File: config.mk
export PLATFORM = sky130hd
export DESIGN_NAME = ubcm_top
export DESIGN_NICKNAME = d
export VERILOG_FILES = /design/src/verilog/ubcm_pkg.sv /design/src/verilog/ubcm_chan_cmp.sv /design/src/verilog/ubcm_top.sv
export VERILOG_INCLUDE_DIRS = /design/src /design/src/verilog
export SDC_FILE = /design/constraint.sdc
export NUM_CORES = 1
export LEC_CHECK = 0
export BUFFER_PORTS_ARGS = -buffer_cell sky130_fd_sc_hd__buf_2
export CELL_PAD_IN_SITES_DETAIL_PLACEMENT = 0
export CELL_PAD_IN_SITES_GLOBAL_PLACEMENT = 2
export CORE_MARGIN = 2
export CORE_UTILIZATION = 38
export CTS_CLUSTER_DIAMETER = 60
export CTS_CLUSTER_SIZE = 28
export DETAILED_ROUTE_END_ITERATION = 8
export PLACE_DENSITY = 0.82
export SLEW_MARGIN = 20
export SYNTH_ARGS = -nofsm -noshare
export SYNTH_HDL_FRONTEND = slang
export SYNTH_SLANG_ARGS = --single-unit
File: constraint.sdc
create_clock -name clk_i -period 5.3 [get_ports clk_i]
set_clock_uncertainty 0.15 [all_clocks]
set_input_delay 1.325 -clock clk_i [delete_from_list [all_inputs] [get_ports clk_i]]
set_output_delay 1.325 -clock clk_i [all_outputs]
set_load 0.02 [all_outputs]
File: src/verilog/ubcm_consts.svh
// register offsets, field positions and reset values of the break-match block
`ifndef UBCM_CONSTS_SVH
`define UBCM_CONSTS_SVH
`define UBCM_OFF_A_ADDR   8'h00
`define UBCM_OFF_A_MASK   8'h04
`define UBCM_OFF_A_CYC    8'h08
`define UBCM_OFF_A_ASID   8'h0c
`define UBCM_OFF_B_ADDR   8'h10
`define UBCM_OFF_B_MASK   8'h14
`define UBCM_OFF_B_CYC    8'h18
`define UBCM_OFF_B_ASID   8'h1c
`define UBCM_OFF_B_VAL    8'h20
`define UBCM_OFF_B_VMASK  8'h24
`define UBCM_OFF_CTRL     8'h28
`define UBCM_OFF_FLAGS    8'h2c
`define UBCM_OFF_COUNT    8'h30
`define UBCM_CD_LSB       6
`define UBCM_ID_LSB       4
`define UBCM_RW_LSB       2
`define UBCM_SZ_LSB       0
`define UBCM_CTL_SEQ      0
`define UBCM_CTL_POST_A   1
`define UBCM_CTL_POST_B   2
`define UBCM_CTL_DATA_EN  3
`define UBCM_CTL_ASID_A   4
`define UBCM_CTL_ASID_B   5
`define UBCM_CTL_BUS_SEL  6
`define UBCM_FLG_CPU_A    0
`define UBCM_FLG_CPU_B    1
`define UBCM_FLG_DMA_A    2
`define UBCM_FLG_DMA_B    3
`define UBCM_RST_WORD     32'h0000_0000
`define UBCM_RST_CYC      16'h0000
`define UBCM_RST_CTRL     7'h00
`define UBCM_RST_COUNT    16'h0001
`define UBCM_RESP_OKAY    2'h0
`define UBCM_RESP_SLVERR  2'h2
`endif

File: src/verilog/ubcm_pkg.sv
// types shared by the break-match block
package ubcm_pkg;
  typedef enum logic [1:0] {
    UBCM_SZ_NONE = 2'h0,
    UBCM_SZ_BYTE = 2'h1,
    UBCM_SZ_WORD = 2'h2,
    UBCM_SZ_LONG = 2'h3
  } ubcm_size_t;
  typedef enum logic [1:0] {
    UBCM_BRK_PRE  = 2'h0,
    UBCM_BRK_POST = 2'h1,
    UBCM_BRK_DATA = 2'h3
  } ubcm_brk_t;
  typedef enum logic [1:0] {
    UBCM_SEQ_IDLE  = 2'h0,
    UBCM_SEQ_ARMED = 2'h1
  } ubcm_seq_t;
endpackage

File: src/verilog/ubcm_chan_cmp.sv
// condition comparator of one break channel
`timescale 1ns/1ns
`include "ubcm_consts.svh"
module ubcm_chan_cmp #(
  parameter bit HAS_DATA = 1'b0
) (
  input  wire logic [31:0] brk_addr_i,
  input  wire logic [31:0] addr_mask_i,
  input  wire logic [15:0] cyc_sel_i,
  input  wire logic [7:0]  asid_i,
  input  wire logic        asid_en_i,
  input  wire logic        data_en_i,
  input  wire logic [31:0] brk_val_i,
  input  wire logic [31:0] val_mask_i,
  input  wire logic        cyc_valid_i,
  input  wire logic        cyc_dma_i,
  input  wire logic        cyc_fetch_i,
  input  wire logic        cyc_write_i,
  input  wire logic        cyc_from_insn_i,
  input  wire logic [1:0]  cyc_size_i,
  input  wire logic [31:0] cyc_addr_i,
  input  wire logic [31:0] cyc_data_i,
  input  wire logic [7:0]  cyc_asid_i,
  output logic             hit_o
);
  logic [1:0]  cd, id, rw, sz;
  logic [31:0] low_ign;
  logic [15:0] lane;
  logic        grp_ok, kind_ok, size_ok, addr_ok, asid_ok, data_ok;

  assign cd = cyc_sel_i[`UBCM_CD_LSB +: 2];
  assign id = cyc_sel_i[`UBCM_ID_LSB +: 2];
  assign rw = cyc_sel_i[`UBCM_RW_LSB +: 2];
  assign sz = cyc_sel_i[`UBCM_SZ_LSB +: 2];

  assign grp_ok = (|cd) & (|id) & (|rw);
  // fetches reach us only when confirmed for execution, so overruns never match
  assign kind_ok = (cyc_dma_i ? cd[1] : (cd[0] & (cyc_fetch_i | cyc_from_insn_i)))
                 & (cyc_fetch_i ? (id[0] & ~cyc_write_i) : id[1])
                 & (cyc_write_i ? rw[1] : rw[0]);
  assign size_ok = cyc_fetch_i ? (sz != ubcm_pkg::UBCM_SZ_BYTE)
                 : ((sz == ubcm_pkg::UBCM_SZ_NONE) || (sz == cyc_size_i));

  always_comb begin
    low_ign = 32'h0000_0000;
    if (!cyc_fetch_i) begin
      if (cyc_size_i == ubcm_pkg::UBCM_SZ_LONG) begin
        low_ign = 32'h0000_0003;
      end else if (cyc_size_i == ubcm_pkg::UBCM_SZ_WORD) begin
        low_ign = 32'h0000_0001;
      end
    end
  end
  assign addr_ok = ((brk_addr_i ^ cyc_addr_i) & ~addr_mask_i & ~low_ign) == 32'h0;
  assign asid_ok = ~asid_en_i | (asid_i == cyc_asid_i);

  // big-endian lanes: even byte address sits in bits 15-8
  assign lane = (cyc_size_i == ubcm_pkg::UBCM_SZ_BYTE)
              ? (cyc_addr_i[0] ? 16'h00ff : 16'hff00) : 16'hffff;
  always_comb begin
    if (!HAS_DATA || !data_en_i || cyc_fetch_i) begin
      data_ok = 1'b1;
    end else if (sz == ubcm_pkg::UBCM_SZ_NONE) begin
      data_ok = 1'b0;
    end else if (cyc_size_i == ubcm_pkg::UBCM_SZ_LONG) begin
      data_ok = ((brk_val_i ^ cyc_data_i) & ~val_mask_i) == 32'h0;
    end else begin
      data_ok = ((brk_val_i[15:0] ^ cyc_data_i[15:0]) & ~val_mask_i[15:0] & lane) == 16'h0;
    end
  end

  assign hit_o = cyc_valid_i & grp_ok & kind_ok & size_ok & addr_ok & asid_ok & data_ok;
endmodule

File: src/verilog/ubcm_top.sv
// break-condition match unit with an AXI4-Lite register slave
//
// Overview of operation
// channel B ASID register, 8 bits, unreset
// a CD, ID or RW bus-cycle group at 00 blocks breaks
// match sends break request plus break type
// sticky CPU/DMA match flags, cleared by writing 0
// near-simultaneous breaks give one request only
// CPU fetch read word/long is fetch break
// pre-execution fetch break ignores overrun fetches
// delay-slot break taken at next accepting instruction
// software avoids delay-slot pre and sleep post
// post-execution break follows completed instruction
// delayed-branch post break at next accepting instruction
// channel B data ignored for fetch cycles
// CPU data breaks only from instruction accesses
// address compare width follows access size
// data condition needs size, address and data
// word/byte data ignores bits 31-16
// software limits DMA operand size settings
// sequential mode: B counts only after A
// simultaneous A and B gives no sequential break
// sequential bus select and execution count
// set mask bits exclude bits from compare
// enabled ASID check requires equal ASID
`timescale 1ns/1ns
`include "ubcm_consts.svh"
module ubcm_top (
  input  wire logic        clk_i,
  input  wire logic        srst_i,
  input  wire logic [7:0]  s_axi_awaddr,
  input  wire logic        s_axi_awvalid,
  output logic             s_axi_awready,
  input  wire logic [31:0] s_axi_wdata,
  input  wire logic [3:0]  s_axi_wstrb,
  input  wire logic        s_axi_wvalid,
  output logic             s_axi_wready,
  output logic [1:0]       s_axi_bresp,
  output logic             s_axi_bvalid,
  input  wire logic        s_axi_bready,
  input  wire logic [7:0]  s_axi_araddr,
  input  wire logic        s_axi_arvalid,
  output logic             s_axi_arready,
  output logic [31:0]      s_axi_rdata,
  output logic [1:0]       s_axi_rresp,
  output logic             s_axi_rvalid,
  input  wire logic        s_axi_rready,
  input  wire logic        cyc_valid_i,
  input  wire logic        cyc_dma_i,
  input  wire logic        cyc_fetch_i,
  input  wire logic        cyc_write_i,
  input  wire logic        cyc_from_insn_i,
  input  wire logic [1:0]  cyc_size_i,
  input  wire logic [31:0] cyc_laddr_i,
  input  wire logic [31:0] cyc_iaddr_i,
  input  wire logic [31:0] cyc_data_i,
  input  wire logic [7:0]  cyc_asid_i,
  input  wire logic        cpu_accept_i,
  input  wire logic        brk_ack_i,
  output logic             brk_req_o,
  output logic [1:0]       brk_type_o
);
  // ==========================================================================
  // register bus
  logic [31:0] brk_addr_q  [2];
  logic [31:0] addr_mask_q [2];
  logic [15:0] cyc_sel_q   [2];
  logic [7:0]  asid_q      [2];
  logic [31:0] brk_val_q, val_mask_q;
  logic [6:0]  ctrl_q;
  logic [15:0] count_q;
  logic [3:0]  flags_q;
  logic [7:0]  aw_addr_q;
  logic [31:0] w_data_q;
  logic [3:0]  w_strb_q;
  logic        aw_held_q, w_held_q, bvalid_q, rvalid_q;
  logic [1:0]  bresp_q, rresp_q;
  logic [31:0] rdata_q, wmask, rd_word;
  logic        wr_go, rd_hit, wr_hit, flag_wr;

  assign s_axi_awready = ~aw_held_q & ~bvalid_q;
  assign s_axi_wready  = ~w_held_q & ~bvalid_q;
  assign s_axi_arready = ~rvalid_q;
  assign s_axi_bvalid  = bvalid_q;
  assign s_axi_bresp   = bresp_q;
  assign s_axi_rvalid  = rvalid_q;
  assign s_axi_rdata   = rdata_q;
  assign s_axi_rresp   = rresp_q;
  assign wr_go = aw_held_q & w_held_q;
  assign wmask = {{8{w_strb_q[3]}}, {8{w_strb_q[2]}}, {8{w_strb_q[1]}}, {8{w_strb_q[0]}}};
  assign flag_wr = wr_go & (aw_addr_q == `UBCM_OFF_FLAGS);

  always_ff @(posedge clk_i) begin
    if (srst_i) begin
      aw_held_q <= 1'b0;
      w_held_q  <= 1'b0;
      aw_addr_q <= 8'h00;
      w_data_q  <= `UBCM_RST_WORD;
      w_strb_q  <= 4'h0;
    end else begin
      if (s_axi_awvalid && s_axi_awready) begin
        aw_held_q <= 1'b1;
        aw_addr_q <= {s_axi_awaddr[7:2], 2'h0};
      end else if (wr_go) begin
        aw_held_q <= 1'b0;
      end
      if (s_axi_wvalid && s_axi_wready) begin
        w_held_q <= 1'b1;
        w_data_q <= s_axi_wdata;
        w_strb_q <= s_axi_wstrb;
      end else if (wr_go) begin
        w_held_q <= 1'b0;
      end
    end
  end

  always_comb begin
    wr_hit = 1'b1;
    unique case (aw_addr_q)
      `UBCM_OFF_A_ADDR, `UBCM_OFF_A_MASK, `UBCM_OFF_A_CYC, `UBCM_OFF_A_ASID,
      `UBCM_OFF_B_ADDR, `UBCM_OFF_B_MASK, `UBCM_OFF_B_CYC, `UBCM_OFF_B_ASID,
      `UBCM_OFF_B_VAL, `UBCM_OFF_B_VMASK, `UBCM_OFF_CTRL, `UBCM_OFF_FLAGS,
      `UBCM_OFF_COUNT: wr_hit = 1'b1;
      default:         wr_hit = 1'b0;
    endcase
  end

  always_ff @(posedge clk_i) begin
    if (srst_i) begin
      bvalid_q <= 1'b0;
      bresp_q  <= `UBCM_RESP_OKAY;
    end else if (wr_go) begin
      bvalid_q <= 1'b1;
      bresp_q  <= wr_hit ? `UBCM_RESP_OKAY : `UBCM_RESP_SLVERR;
    end else if (s_axi_bready) begin
      bvalid_q <= 1'b0;
    end
  end

  // ASID registers carry no reset: their content is undefined until written
  always_ff @(posedge clk_i) begin
    if (wr_go && aw_addr_q == `UBCM_OFF_A_ASID && w_strb_q[0]) begin
      asid_q[0] <= w_data_q[7:0];
    end
    if (wr_go && aw_addr_q == `UBCM_OFF_B_ASID && w_strb_q[0]) begin
      asid_q[1] <= w_data_q[7:0];
    end
  end

  always_ff @(posedge clk_i) begin
    if (srst_i) begin
      brk_addr_q  <= '{`UBCM_RST_WORD, `UBCM_RST_WORD};
      addr_mask_q <= '{`UBCM_RST_WORD, `UBCM_RST_WORD};
      cyc_sel_q   <= '{`UBCM_RST_CYC, `UBCM_RST_CYC};
      brk_val_q   <= `UBCM_RST_WORD;
      val_mask_q  <= `UBCM_RST_WORD;
      ctrl_q      <= `UBCM_RST_CTRL;
      count_q     <= `UBCM_RST_COUNT;
    end else if (wr_go) begin
      unique case (aw_addr_q)
        `UBCM_OFF_A_ADDR:  brk_addr_q[0]  <= (brk_addr_q[0] & ~wmask) | (w_data_q & wmask);
        `UBCM_OFF_A_MASK:  addr_mask_q[0] <= (addr_mask_q[0] & ~wmask) | (w_data_q & wmask);
        `UBCM_OFF_A_CYC:   cyc_sel_q[0]   <= (cyc_sel_q[0] & ~wmask[15:0]) | (w_data_q[15:0] & wmask[15:0]);
        `UBCM_OFF_B_ADDR:  brk_addr_q[1]  <= (brk_addr_q[1] & ~wmask) | (w_data_q & wmask);
        `UBCM_OFF_B_MASK:  addr_mask_q[1] <= (addr_mask_q[1] & ~wmask) | (w_data_q & wmask);
        `UBCM_OFF_B_CYC:   cyc_sel_q[1]   <= (cyc_sel_q[1] & ~wmask[15:0]) | (w_data_q[15:0] & wmask[15:0]);
        `UBCM_OFF_B_VAL:   brk_val_q      <= (brk_val_q & ~wmask) | (w_data_q & wmask);
        `UBCM_OFF_B_VMASK: val_mask_q     <= (val_mask_q & ~wmask) | (w_data_q & wmask);
        `UBCM_OFF_CTRL:    ctrl_q         <= w_strb_q[0] ? w_data_q[6:0] : ctrl_q;
        `UBCM_OFF_COUNT:   count_q        <= (count_q & ~wmask[15:0]) | (w_data_q[15:0] & wmask[15:0]);
        default:           ctrl_q         <= ctrl_q;
      endcase
    end
  end

  always_comb begin
    rd_hit  = 1'b1;
    rd_word = 32'h0000_0000;
    unique case ({s_axi_araddr[7:2], 2'h0})
      `UBCM_OFF_A_ADDR:  rd_word = brk_addr_q[0];
      `UBCM_OFF_A_MASK:  rd_word = addr_mask_q[0];
      `UBCM_OFF_A_CYC:   rd_word = {16'h0000, cyc_sel_q[0]};
      `UBCM_OFF_A_ASID:  rd_word = {24'h00_0000, asid_q[0]};
      `UBCM_OFF_B_ADDR:  rd_word = brk_addr_q[1];
      `UBCM_OFF_B_MASK:  rd_word = addr_mask_q[1];
      `UBCM_OFF_B_CYC:   rd_word = {16'h0000, cyc_sel_q[1]};
      `UBCM_OFF_B_ASID:  rd_word = {24'h00_0000, asid_q[1]};
      `UBCM_OFF_B_VAL:   rd_word = brk_val_q;
      `UBCM_OFF_B_VMASK: rd_word = val_mask_q;
      `UBCM_OFF_CTRL:    rd_word = {25'h000_0000, ctrl_q};
      `UBCM_OFF_FLAGS:   rd_word = {28'h000_0000, flags_q};
      `UBCM_OFF_COUNT:   rd_word = {16'h0000, count_q};
      default:           rd_hit  = 1'b0;
    endcase
  end

  always_ff @(posedge clk_i) begin
    if (srst_i) begin
      rvalid_q <= 1'b0;
      rdata_q  <= `UBCM_RST_WORD;
      rresp_q  <= `UBCM_RESP_OKAY;
    end else if (s_axi_arvalid && s_axi_arready) begin
      rvalid_q <= 1'b1;
      rdata_q  <= rd_word;
      rresp_q  <= rd_hit ? `UBCM_RESP_OKAY : `UBCM_RESP_SLVERR;
    end else if (s_axi_rready) begin
      rvalid_q <= 1'b0;
    end
  end

  // ==========================================================================
  // channel comparators
  logic [1:0]  hit;
  logic [31:0] cyc_addr;
  logic        seq_mode;
  assign seq_mode = ctrl_q[`UBCM_CTL_SEQ];
  assign cyc_addr = ctrl_q[`UBCM_CTL_BUS_SEL] ? cyc_iaddr_i : cyc_laddr_i;

  for (genvar ch = 0; ch < 2; ch++) begin : g_chan
    ubcm_chan_cmp #(
      .HAS_DATA (ch == 1)
    ) u_cmp (
      .brk_addr_i      (brk_addr_q[ch]),
      .addr_mask_i     (addr_mask_q[ch]),
      .cyc_sel_i       (cyc_sel_q[ch]),
      .asid_i          (asid_q[ch]),
      .asid_en_i       (ctrl_q[`UBCM_CTL_ASID_A + ch]),
      .data_en_i       (ctrl_q[`UBCM_CTL_DATA_EN]),
      .brk_val_i       (brk_val_q),
      .val_mask_i      (val_mask_q),
      .cyc_valid_i     (cyc_valid_i),
      .cyc_dma_i       (cyc_dma_i),
      .cyc_fetch_i     (cyc_fetch_i),
      .cyc_write_i     (cyc_write_i),
      .cyc_from_insn_i (cyc_from_insn_i),
      .cyc_size_i      (cyc_size_i),
      .cyc_addr_i      (cyc_addr),
      .cyc_data_i      (cyc_data_i),
      .cyc_asid_i      (cyc_asid_i),
      .hit_o           (hit[ch])
    );
  end

  // ==========================================================================
  // sticky match flags: a hit in the clearing cycle wins over the clear
  logic [3:0] flag_set;
  assign flag_set = {hit[1] & cyc_dma_i, hit[0] & cyc_dma_i,
                     hit[1] & ~cyc_dma_i, hit[0] & ~cyc_dma_i};
  always_ff @(posedge clk_i) begin
    if (srst_i) begin
      flags_q <= 4'h0;
    end else begin
      flags_q <= flag_set | (flags_q & ~(flag_wr & w_strb_q[0] ? ~w_data_q[3:0] : 4'h0));
    end
  end

  // ==========================================================================
  // sequential mode
  ubcm_pkg::ubcm_seq_t seq_q;
  logic [15:0] remain_q;
  logic        seq_fire, fire;
  assign seq_fire = seq_mode & (seq_q == ubcm_pkg::UBCM_SEQ_ARMED) & hit[1] & ~hit[0]
                  & (remain_q <= 16'h0001);
  assign fire = seq_mode ? seq_fire : (|hit);

  always_ff @(posedge clk_i) begin
    if (srst_i || !seq_mode) begin
      seq_q    <= ubcm_pkg::UBCM_SEQ_IDLE;
      remain_q <= `UBCM_RST_COUNT;
    end else if (hit[0]) begin
      seq_q    <= ubcm_pkg::UBCM_SEQ_ARMED;
      remain_q <= count_q;
    end else if (hit[1]) begin
      unique case (seq_q)
        ubcm_pkg::UBCM_SEQ_IDLE: seq_q <= ubcm_pkg::UBCM_SEQ_IDLE;
        ubcm_pkg::UBCM_SEQ_ARMED: begin
          if (seq_fire) begin
            seq_q <= ubcm_pkg::UBCM_SEQ_IDLE;
          end else begin
            remain_q <= remain_q - 16'h0001;
          end
        end
      endcase
    end
  end

  // ==========================================================================
  // break request toward the interrupt controller
  logic                pend_q, take;
  logic                src_ch;
  ubcm_pkg::ubcm_brk_t type_d, type_q;
  assign src_ch = seq_mode | ~hit[0];
  always_comb begin
    if (!cyc_fetch_i) begin
      type_d = ubcm_pkg::UBCM_BRK_DATA;
    end else if (ctrl_q[`UBCM_CTL_POST_A + src_ch]) begin
      type_d = ubcm_pkg::UBCM_BRK_POST;
    end else begin
      type_d = ubcm_pkg::UBCM_BRK_PRE;
    end
  end

  // presented only where the CPU can accept it, which skips delay slots
  assign brk_req_o  = pend_q & cpu_accept_i;
  assign take       = brk_req_o & brk_ack_i;
  assign brk_type_o = type_q;

  always_ff @(posedge clk_i) begin
    if (srst_i) begin
      pend_q <= 1'b0;
      type_q <= ubcm_pkg::UBCM_BRK_PRE;
    end else if (fire && (!pend_q || take)) begin
      pend_q <= 1'b1;
      type_q <= type_d;
    end else if (take) begin
      pend_q <= 1'b0;
    end
  end
endmodule

# After elaboration in Yosys (flattened, before gate mapping)
# Memory sizes are Yosys's and may differ from the RTL's. A register that Yosys moved wholly into a read port is not among the register bits.
# Cells that the tools add are included.
# totals
regBits	354
latch_bits	0
mem_bits_rw	16
mem_bits_ro	64
memories	2
# memory_table
name	words	width	rd	rd_clocked_by_memory_dff	write_ports	line	rtl
(no name shown)	64	1	1	1	0	ubcm_top.sv:119	unique case (aw_addr_q)
asid_q	2	8	2	0	1	ubcm_top.sv:68	logic [7:0] asid_q [2];
# classes
addsub	2
mul	0
div	0
order_cmp	2
eq_ne	37
shift	0
mux	54
n_bitwise	93
n_reduce_logical	56
# ops
operator	count
32-bit case mux with 13 select lines	1
32-bit AND	12
32-bit bitwise OR	6
32-bit NOT	5
16-bit AND	6
32-bit logical NOT	3
16-bit two-way mux	6
32-bit two-way mux	3
32-bit bitwise XOR	3
6-bit by 4-bit equality test with 1-bit output, second input constant	10
6-bit by 3-bit equality test with 1-bit output, second input constant	8
16-bit bitwise OR	3
1-bit AND	38
1-bit two-way mux	34
16-bit NOT	2
6-bit by 2-bit equality test with 1-bit output, second input constant	4
2-bit AND reduction	11
8-bit equality test	2
16-bit by 1-bit less-or-equal comparator with 1-bit output, second input constant	1
16-bit logical NOT	1
2-bit OR reduction	8
16-bit by 1-bit subtractor with 16-bit output, second input constant	1
16-bit bitwise XOR	1
2-bit nonzero test	7
other kinds (29)	68

# Depth between registers and ports, before layout
# logic_depth
ltp_word	17
depth_mapped	13

# By module
# A second synthesis with hierarchy kept.
# unflattened
cells_unflattened	2065
hier_area_um2	17385.4
# modules_own_cells
module	n_inst	cells_per_inst	area_each_um2
ubcm_top	1	1835	15660.0
ubcm_chan_cmp at g_chan[1].u_cmp	1	144	1102.3
ubcm_chan_cmp at g_chan[0].u_cmp	1	86	623.1

# Least setup slack after synthesis
# OpenSTA, ideal clock, no wires.
# synth_path
kind	input port to flip-flop
from	input port cyc_iaddr_i[11]
to	register remain_q[3]
setup_time_ns	0.079
t_arrival_ns	3.517
required_time_ns	5.071
path_slack_ns	1.554
cell_stages	9
path_cell_list	mux2i_1 > xor2_1 > o22ai_1 > or4_4 > nor4_4 > nand3_1 > or3_1 > xor2_1 > a211oi_2
# synth_between
elab_chain_cells	13
# synth_rtl
element	line	rtl
start: declaration	ubcm_top.sv:55	input wire logic [31:0] cyc_iaddr_i,
32-bit two-way mux (*)	ubcm_top.sv:217	assign cyc_addr = ctrl_q[`UBCM_CTL_BUS_SEL] ? cyc_iaddr_i : cyc_laddr_i;
32-bit bitwise XOR	ubcm_chan_cmp.sv:54	assign addr_ok = ((brk_addr_i ^ cyc_addr_i) & ~addr_mask_i & ~low_ign) == 32'h0;
32-bit AND (2 in a row)	ubcm_chan_cmp.sv:54	
32-bit logical NOT	ubcm_chan_cmp.sv:54	
1-bit AND (3 in a row)	ubcm_chan_cmp.sv:72	assign hit_o = cyc_valid_i & grp_ok & kind_ok & size_ok & addr_ok & asid_ok & data_ok;
1-bit AND (2 in a row)	ubcm_top.sv:262	assign seq_fire = seq_mode & (seq_q == ubcm_pkg::UBCM_SEQ_ARMED) & hit[1] & ~hit[0]
1-bit AND	ubcm_top.sv:263	& (remain_q <= 16'h0001);
2-bit by 1-bit inequality test with 1-bit output (no line)	n/a	
3-bit AND reduction (no line)	n/a	
end signal: assignment	ubcm_top.sv:269	remain_q <= `UBCM_RST_COUNT;
end signal: assignment	ubcm_top.sv:272	remain_q <= count_q;
end signal: assignment	ubcm_top.sv:280	remain_q <= remain_q - 16'h0001;
end: declaration	ubcm_top.sv:260	logic [15:0] remain_q;
# Every way passes the cells marked *; elsewhere a longest branch is shown, timed or not.
# A chain may end at the register's enable or synchronous reset.

# Final worst setup path
# layout_path
from	register ctrl_q[6]
to	register type_q[0], in the netlist brk_type_o[0]
# layout_between
elab_chain_cells	14
# layout_rtl
element	line	rtl
start: declaration	ubcm_top.sv:70	logic [6:0] ctrl_q;
start signal: assignment	ubcm_top.sv:157	ctrl_q <= `UBCM_RST_CTRL;
start signal: assignment	ubcm_top.sv:169	`UBCM_OFF_CTRL: ctrl_q <= w_strb_q[0] ? w_data_q[6:0] : ctrl_q;
start signal: assignment	ubcm_top.sv:171	default: ctrl_q <= ctrl_q;
32-bit two-way mux	ubcm_top.sv:217	
32-bit bitwise XOR or 16-bit two-way mux (tied branches)	n/a	
32-bit AND or 16-bit two-way mux (tied branches)	n/a	
32-bit AND or 16-bit AND (tied branches)	n/a	
32-bit logical NOT or 16-bit logical NOT (tied branches)	n/a	
1-bit AND or 1-bit two-way mux (tied branches)	ubcm_chan_cmp.sv:72, ubcm_chan_cmp.sv:65	
1-bit AND or 1-bit two-way mux (tied branches)	ubcm_chan_cmp.sv:72, ubcm_chan_cmp.sv:63	
1-bit NOT or 1-bit two-way mux (tied branches)	ubcm_top.sv:262, ubcm_top.sv:292, ubcm_chan_cmp.sv:61	
1-bit bitwise OR or 1-bit AND (tied branches)	ubcm_top.sv:292, ubcm_chan_cmp.sv:72	
1-bit by 1-bit adder with 2-bit output (no line) or 1-bit AND (tied branches)	n/a	
1-bit binary-select mux with 3-bit select or 1-bit AND (tied branches)	ubcm_top.sv:296, ubcm_top.sv:262	
1-bit two-way mux or 1-bit AND (tied branches)	ubcm_top.sv:296, ubcm_top.sv:263	
1-bit two-way mux (on tied branches)	ubcm_top.sv:296, ubcm_top.sv:264	
2-bit two-way mux or 1-bit logical AND (tied branches)	ubcm_top.sv:294, ubcm_top.sv:312	
end signal: assignment	ubcm_top.sv:311	type_q <= ubcm_pkg::UBCM_BRK_PRE;
end signal: assignment	ubcm_top.sv:314	type_q <= type_d;
end: declaration	ubcm_top.sv:291	ubcm_pkg::ubcm_brk_t type_d, type_q;
# Several ways; a longest one is shown, not always the timed one. The select of a mux whose other input is x is not followed.

==> flow_metrics.env <==
export IMPL_max_stage_delay_ns=0.65
export IMPL_endpoint_kind="register"
export IMPL_postCtsHoldBufs=0
export IMPL_fin_util=0.445
export IMPL_io_buffers=209
export IMPL_crit_top_cell="mux2i_1"
export IMPL_syn_to_final_growth_pct=16.4
export IMPL_dr_total_vias=16200
export IMPL_diodes=0
export IMPL_fin_area_mm2=0.0201
export IMPL_die_h_um=217
export IMPL_drt_wl_total_um=65700
export IMPL_hp_class="reg2reg"
export IMPL_synth_edf_count=16
export IMPL_final_antenna_net_count=0
export IMPL_drt_initial_drc_count=1789
export IMPL_maxSlewViolCount=0
export IMPL_max_cap_violations=0
export IMPL_vias_per_cell=5.72
export IMPL_wl_per_cell_um=23.1
export IMPL_synthTopCellsByCount="352 x dfxtp_1, 306 x nand2_1, 268 x a21oi_1, 187 x nand3_1, 170 x nor2_1"
export IMPL_worstPathCellList="buf_12, mux2i_1, mux2i_1, nand4_1, or4_1, or3_1, buf_4, nor2_1, mux2i_1, a311oi_1"
export IMPL_cts_tree="yes"
export IMPL_clk_path_buf_depth=3
export IMPL_syn_cell_area_mm2=0.0172
export IMPL_start_kind="register"
export IMPL_rr_endpoint="brk_type_o[0]"
export IMPL_io_pins=216
export IMPL_holdPathStages=1
export IMPL_async_flop_share=0
export IMPL_synth_largest_area_cell="dfxtp_1"
export IMPL_combPwrFrac=0.064
export IMPL_worstPathRequired_ns=5.56
export IMPL_fp_dieW_um=217
export IMPL_synth_ff_type="dfxtp_1"
export IMPL_switching_share=0.262
export IMPL_synth_top_area_frac=0.409
export IMPL_dieArea_mm2=0.0471
export IMPL_grt_overflow=0
export IMPL_initial_core_util=0.382
export IMPL_yosysWarnings=0
export IMPL_synth_area_leaders="dfxtp_1 41%, a21oi_1 7.8%, mux2i_1 7.1%, nand2_1 6.7%, nand3_1 5.4%"
export IMPL_first_global_vias=15200
export IMPL_ys_ff_latch=368
export IMPL_crit_slowest_cell="or4_1"
export IMPL_post_synth_top_count_cell="dfxtp_1"
export IMPL_synth_cell_types=70
export IMPL_p_per_area_mw_per_mm2=301
export IMPL_cts_sinks=368
export IMPL_synthCells=2076
export IMPL_internal_power_uw=4460
export IMPL_pwr_share_clk=0.459
export IMPL_drt_pass1_iterations=6
export IMPL_worst_slew_pin_slew_ns=1.01
export IMPL_worst_path_max_fanout=24
export IMPL_ir_worst_vdd_mv=0.170
export IMPL_arrival_ns=4.43
export IMPL_hpwl_um=45700
export IMPL_seq_area_frac_synth=0.437
export IMPL_cts_setup_buffers=0
export IMPL_relSlewSlack=0.322
export IMPL_cts_root_buf="clkbuf_16"
export IMPL_finalCritPeriodShare=0.787
export IMPL_tns_ns=0
export IMPL_drive_above_1_share=0.155
export IMPL_clk_pin_slew_ns=0.08
export IMPL_fin_crit_ns=4.17
export IMPL_grt_pass1_wl_um=97900
export IMPL_finalHoldViolations=0
export IMPL_gp_congestion=0.925
export IMPL_final_nets=2385
export IMPL_outcome="complete, no violations"
export IMPL_max_freq_mhz=240
export IMPL_reg2reg_from="ctrl_q[6]"
export IMPL_drc_errors=0
export IMPL_crit_type="reg2reg"
export IMPL_grt_max_degree=157
export IMPL_rsz0062_at_grt="no"
export IMPL_htreeDepth=2
export IMPL_cts_resized=0
export IMPL_ff2ff_path_depth=10
export IMPL_reg2reg_slack_ns=1.13
export IMPL_numCtsBuffers=35
export IMPL_coreArea_mm2=0.0451
export IMPL_whs_endpoint="s_axi_bresp[1]"
export IMPL_p_seq_frac=0.477
export IMPL_clk_latency_ns=0.56
export IMPL_switchingPower_uw=1580
export IMPL_finalSetupViolations=0
export IMPL_rows=78
export IMPL_antenna_found_initial=0
export IMPL_syn_area_per_cell_um2=8.31
export IMPL_power_leakage_uw=0.00715
export IMPL_grt_total_usage=0.273
export IMPL_place_area_mm2=0.0188
-- power by group through the flow --
stage / registers (uW) / clock network [uW] / logic, uW
after CTS: 2880 / 2810 / 388
after global routing: 2890 / 2910 / 417
after floorplan: 2890 / 0 / 237
final: 2880 / 2770 / 386
after global placement: 2950 / 0 / 384
after detailed placement: 2950 / 0 / 387
-- how the worst max path moves through the flow --
stage / from / to / slack, ns / cells after the start
finish: ctrl_q[6] / brk_type_o[0] / 1.13 / 10
floorplan: cyc_iaddr_i[11] / remain_q[3] / 1.55 / 9
detailed placement: cyc_iaddr_i[29] / brk_type_o[0] / 0.76 / 10
global route: ctrl_q[6] / remain_q[8] / 0.96 / 10
global placement: cyc_iaddr_i[29] / brk_type_o[0] / 0.82 / 10
CTS: ctrl_q[6] / brk_type_o[0] / 1.15 / 10
-- cell usage in the layout, fill, tap and decap left out, types with 5 or more instances in the layout --
master	count
nor4_2	5
buf_2	208
nor2b_1	23
mux2i_1	123
inv_1	19
nand2_1	306
a221oi_1	21
clkbuf_16	37
a22oi_1	66
buf_4	33
o21ai_0	28
a22o_1	15
xnor2_1	68
nand2b_1	11
nand4_1	10
mux2_2	7
nor3_1	14
a222oi_1	17
nor4_1	10
xor2_1	43
a21oi_1	268
dfxtp_1	350
nor2_1	162
a211oi_1	5
a31oi_1	32
and2_1	5
edfxtp_1	16
o22ai_1	32
nor2_2	7
inv_6	5
o21a_1	5
nand3_1	187
or3_1	6
-- per-layer routing --
metal	wire length [um]	vias to the layer above	track usage
met5	0	-	0
met4	1590	0	0.0842
met3	4070	84	0.0355
met2	30700	615	0.446
met1	29300	7834	0.375
li1	-	7684	-
-- cell type report --
class                           instances  area (um^2)
Tap cell                              600          751
Clock inverter                         22          265
Clock buffer                           41          981
Inverter                               19         71.3
Fill cell                            4583        25000
Timing Repair Buffer                  244         1340
Multi-Input combinational cell       1543         9130
Sequential cell                       368         7530
-- worst max-delay path, delay by kind of cell (launching register included) --
family / cells / cell delay, ns
multiplexers: 3 / 1.24
buffers and inverters: 2 / 0.49
AND/OR/NAND/NOR: 4 / 1.36
AO/OA/AOI/OAI: 1 / 0.10
flip-flops: 1 / 0.64
-- cell families after synthesis --
group / Yosys count / synth area share
simple gates: 777 / 0.203
other cells: 1 / 0.000217
compound gates: 518 / 0.186
mux: 133 / 0.0784
fa+ha+maj: 2 / 0.00145
buf+inv: 166 / 0.0384
flops: 368 / 0.437
xor+xnor: 111 / 0.0564
-- per-stage QoR --
stage	worst slack [ns]	instances	power (uW)	hold slack, ns
2_1_floorplan	1.55	2077	3130	0.251
3_3_place_gp	0.824	2774	3330	0.259
3_5_place_dp	0.763	2774	3330	0.265
4_1_cts	1.15	2837	6080	0.277
5_1_grt	0.962	2837	6220	0.309
6_report	1.13	2837	6040	0.276
(Power assumes the default switching activity.)
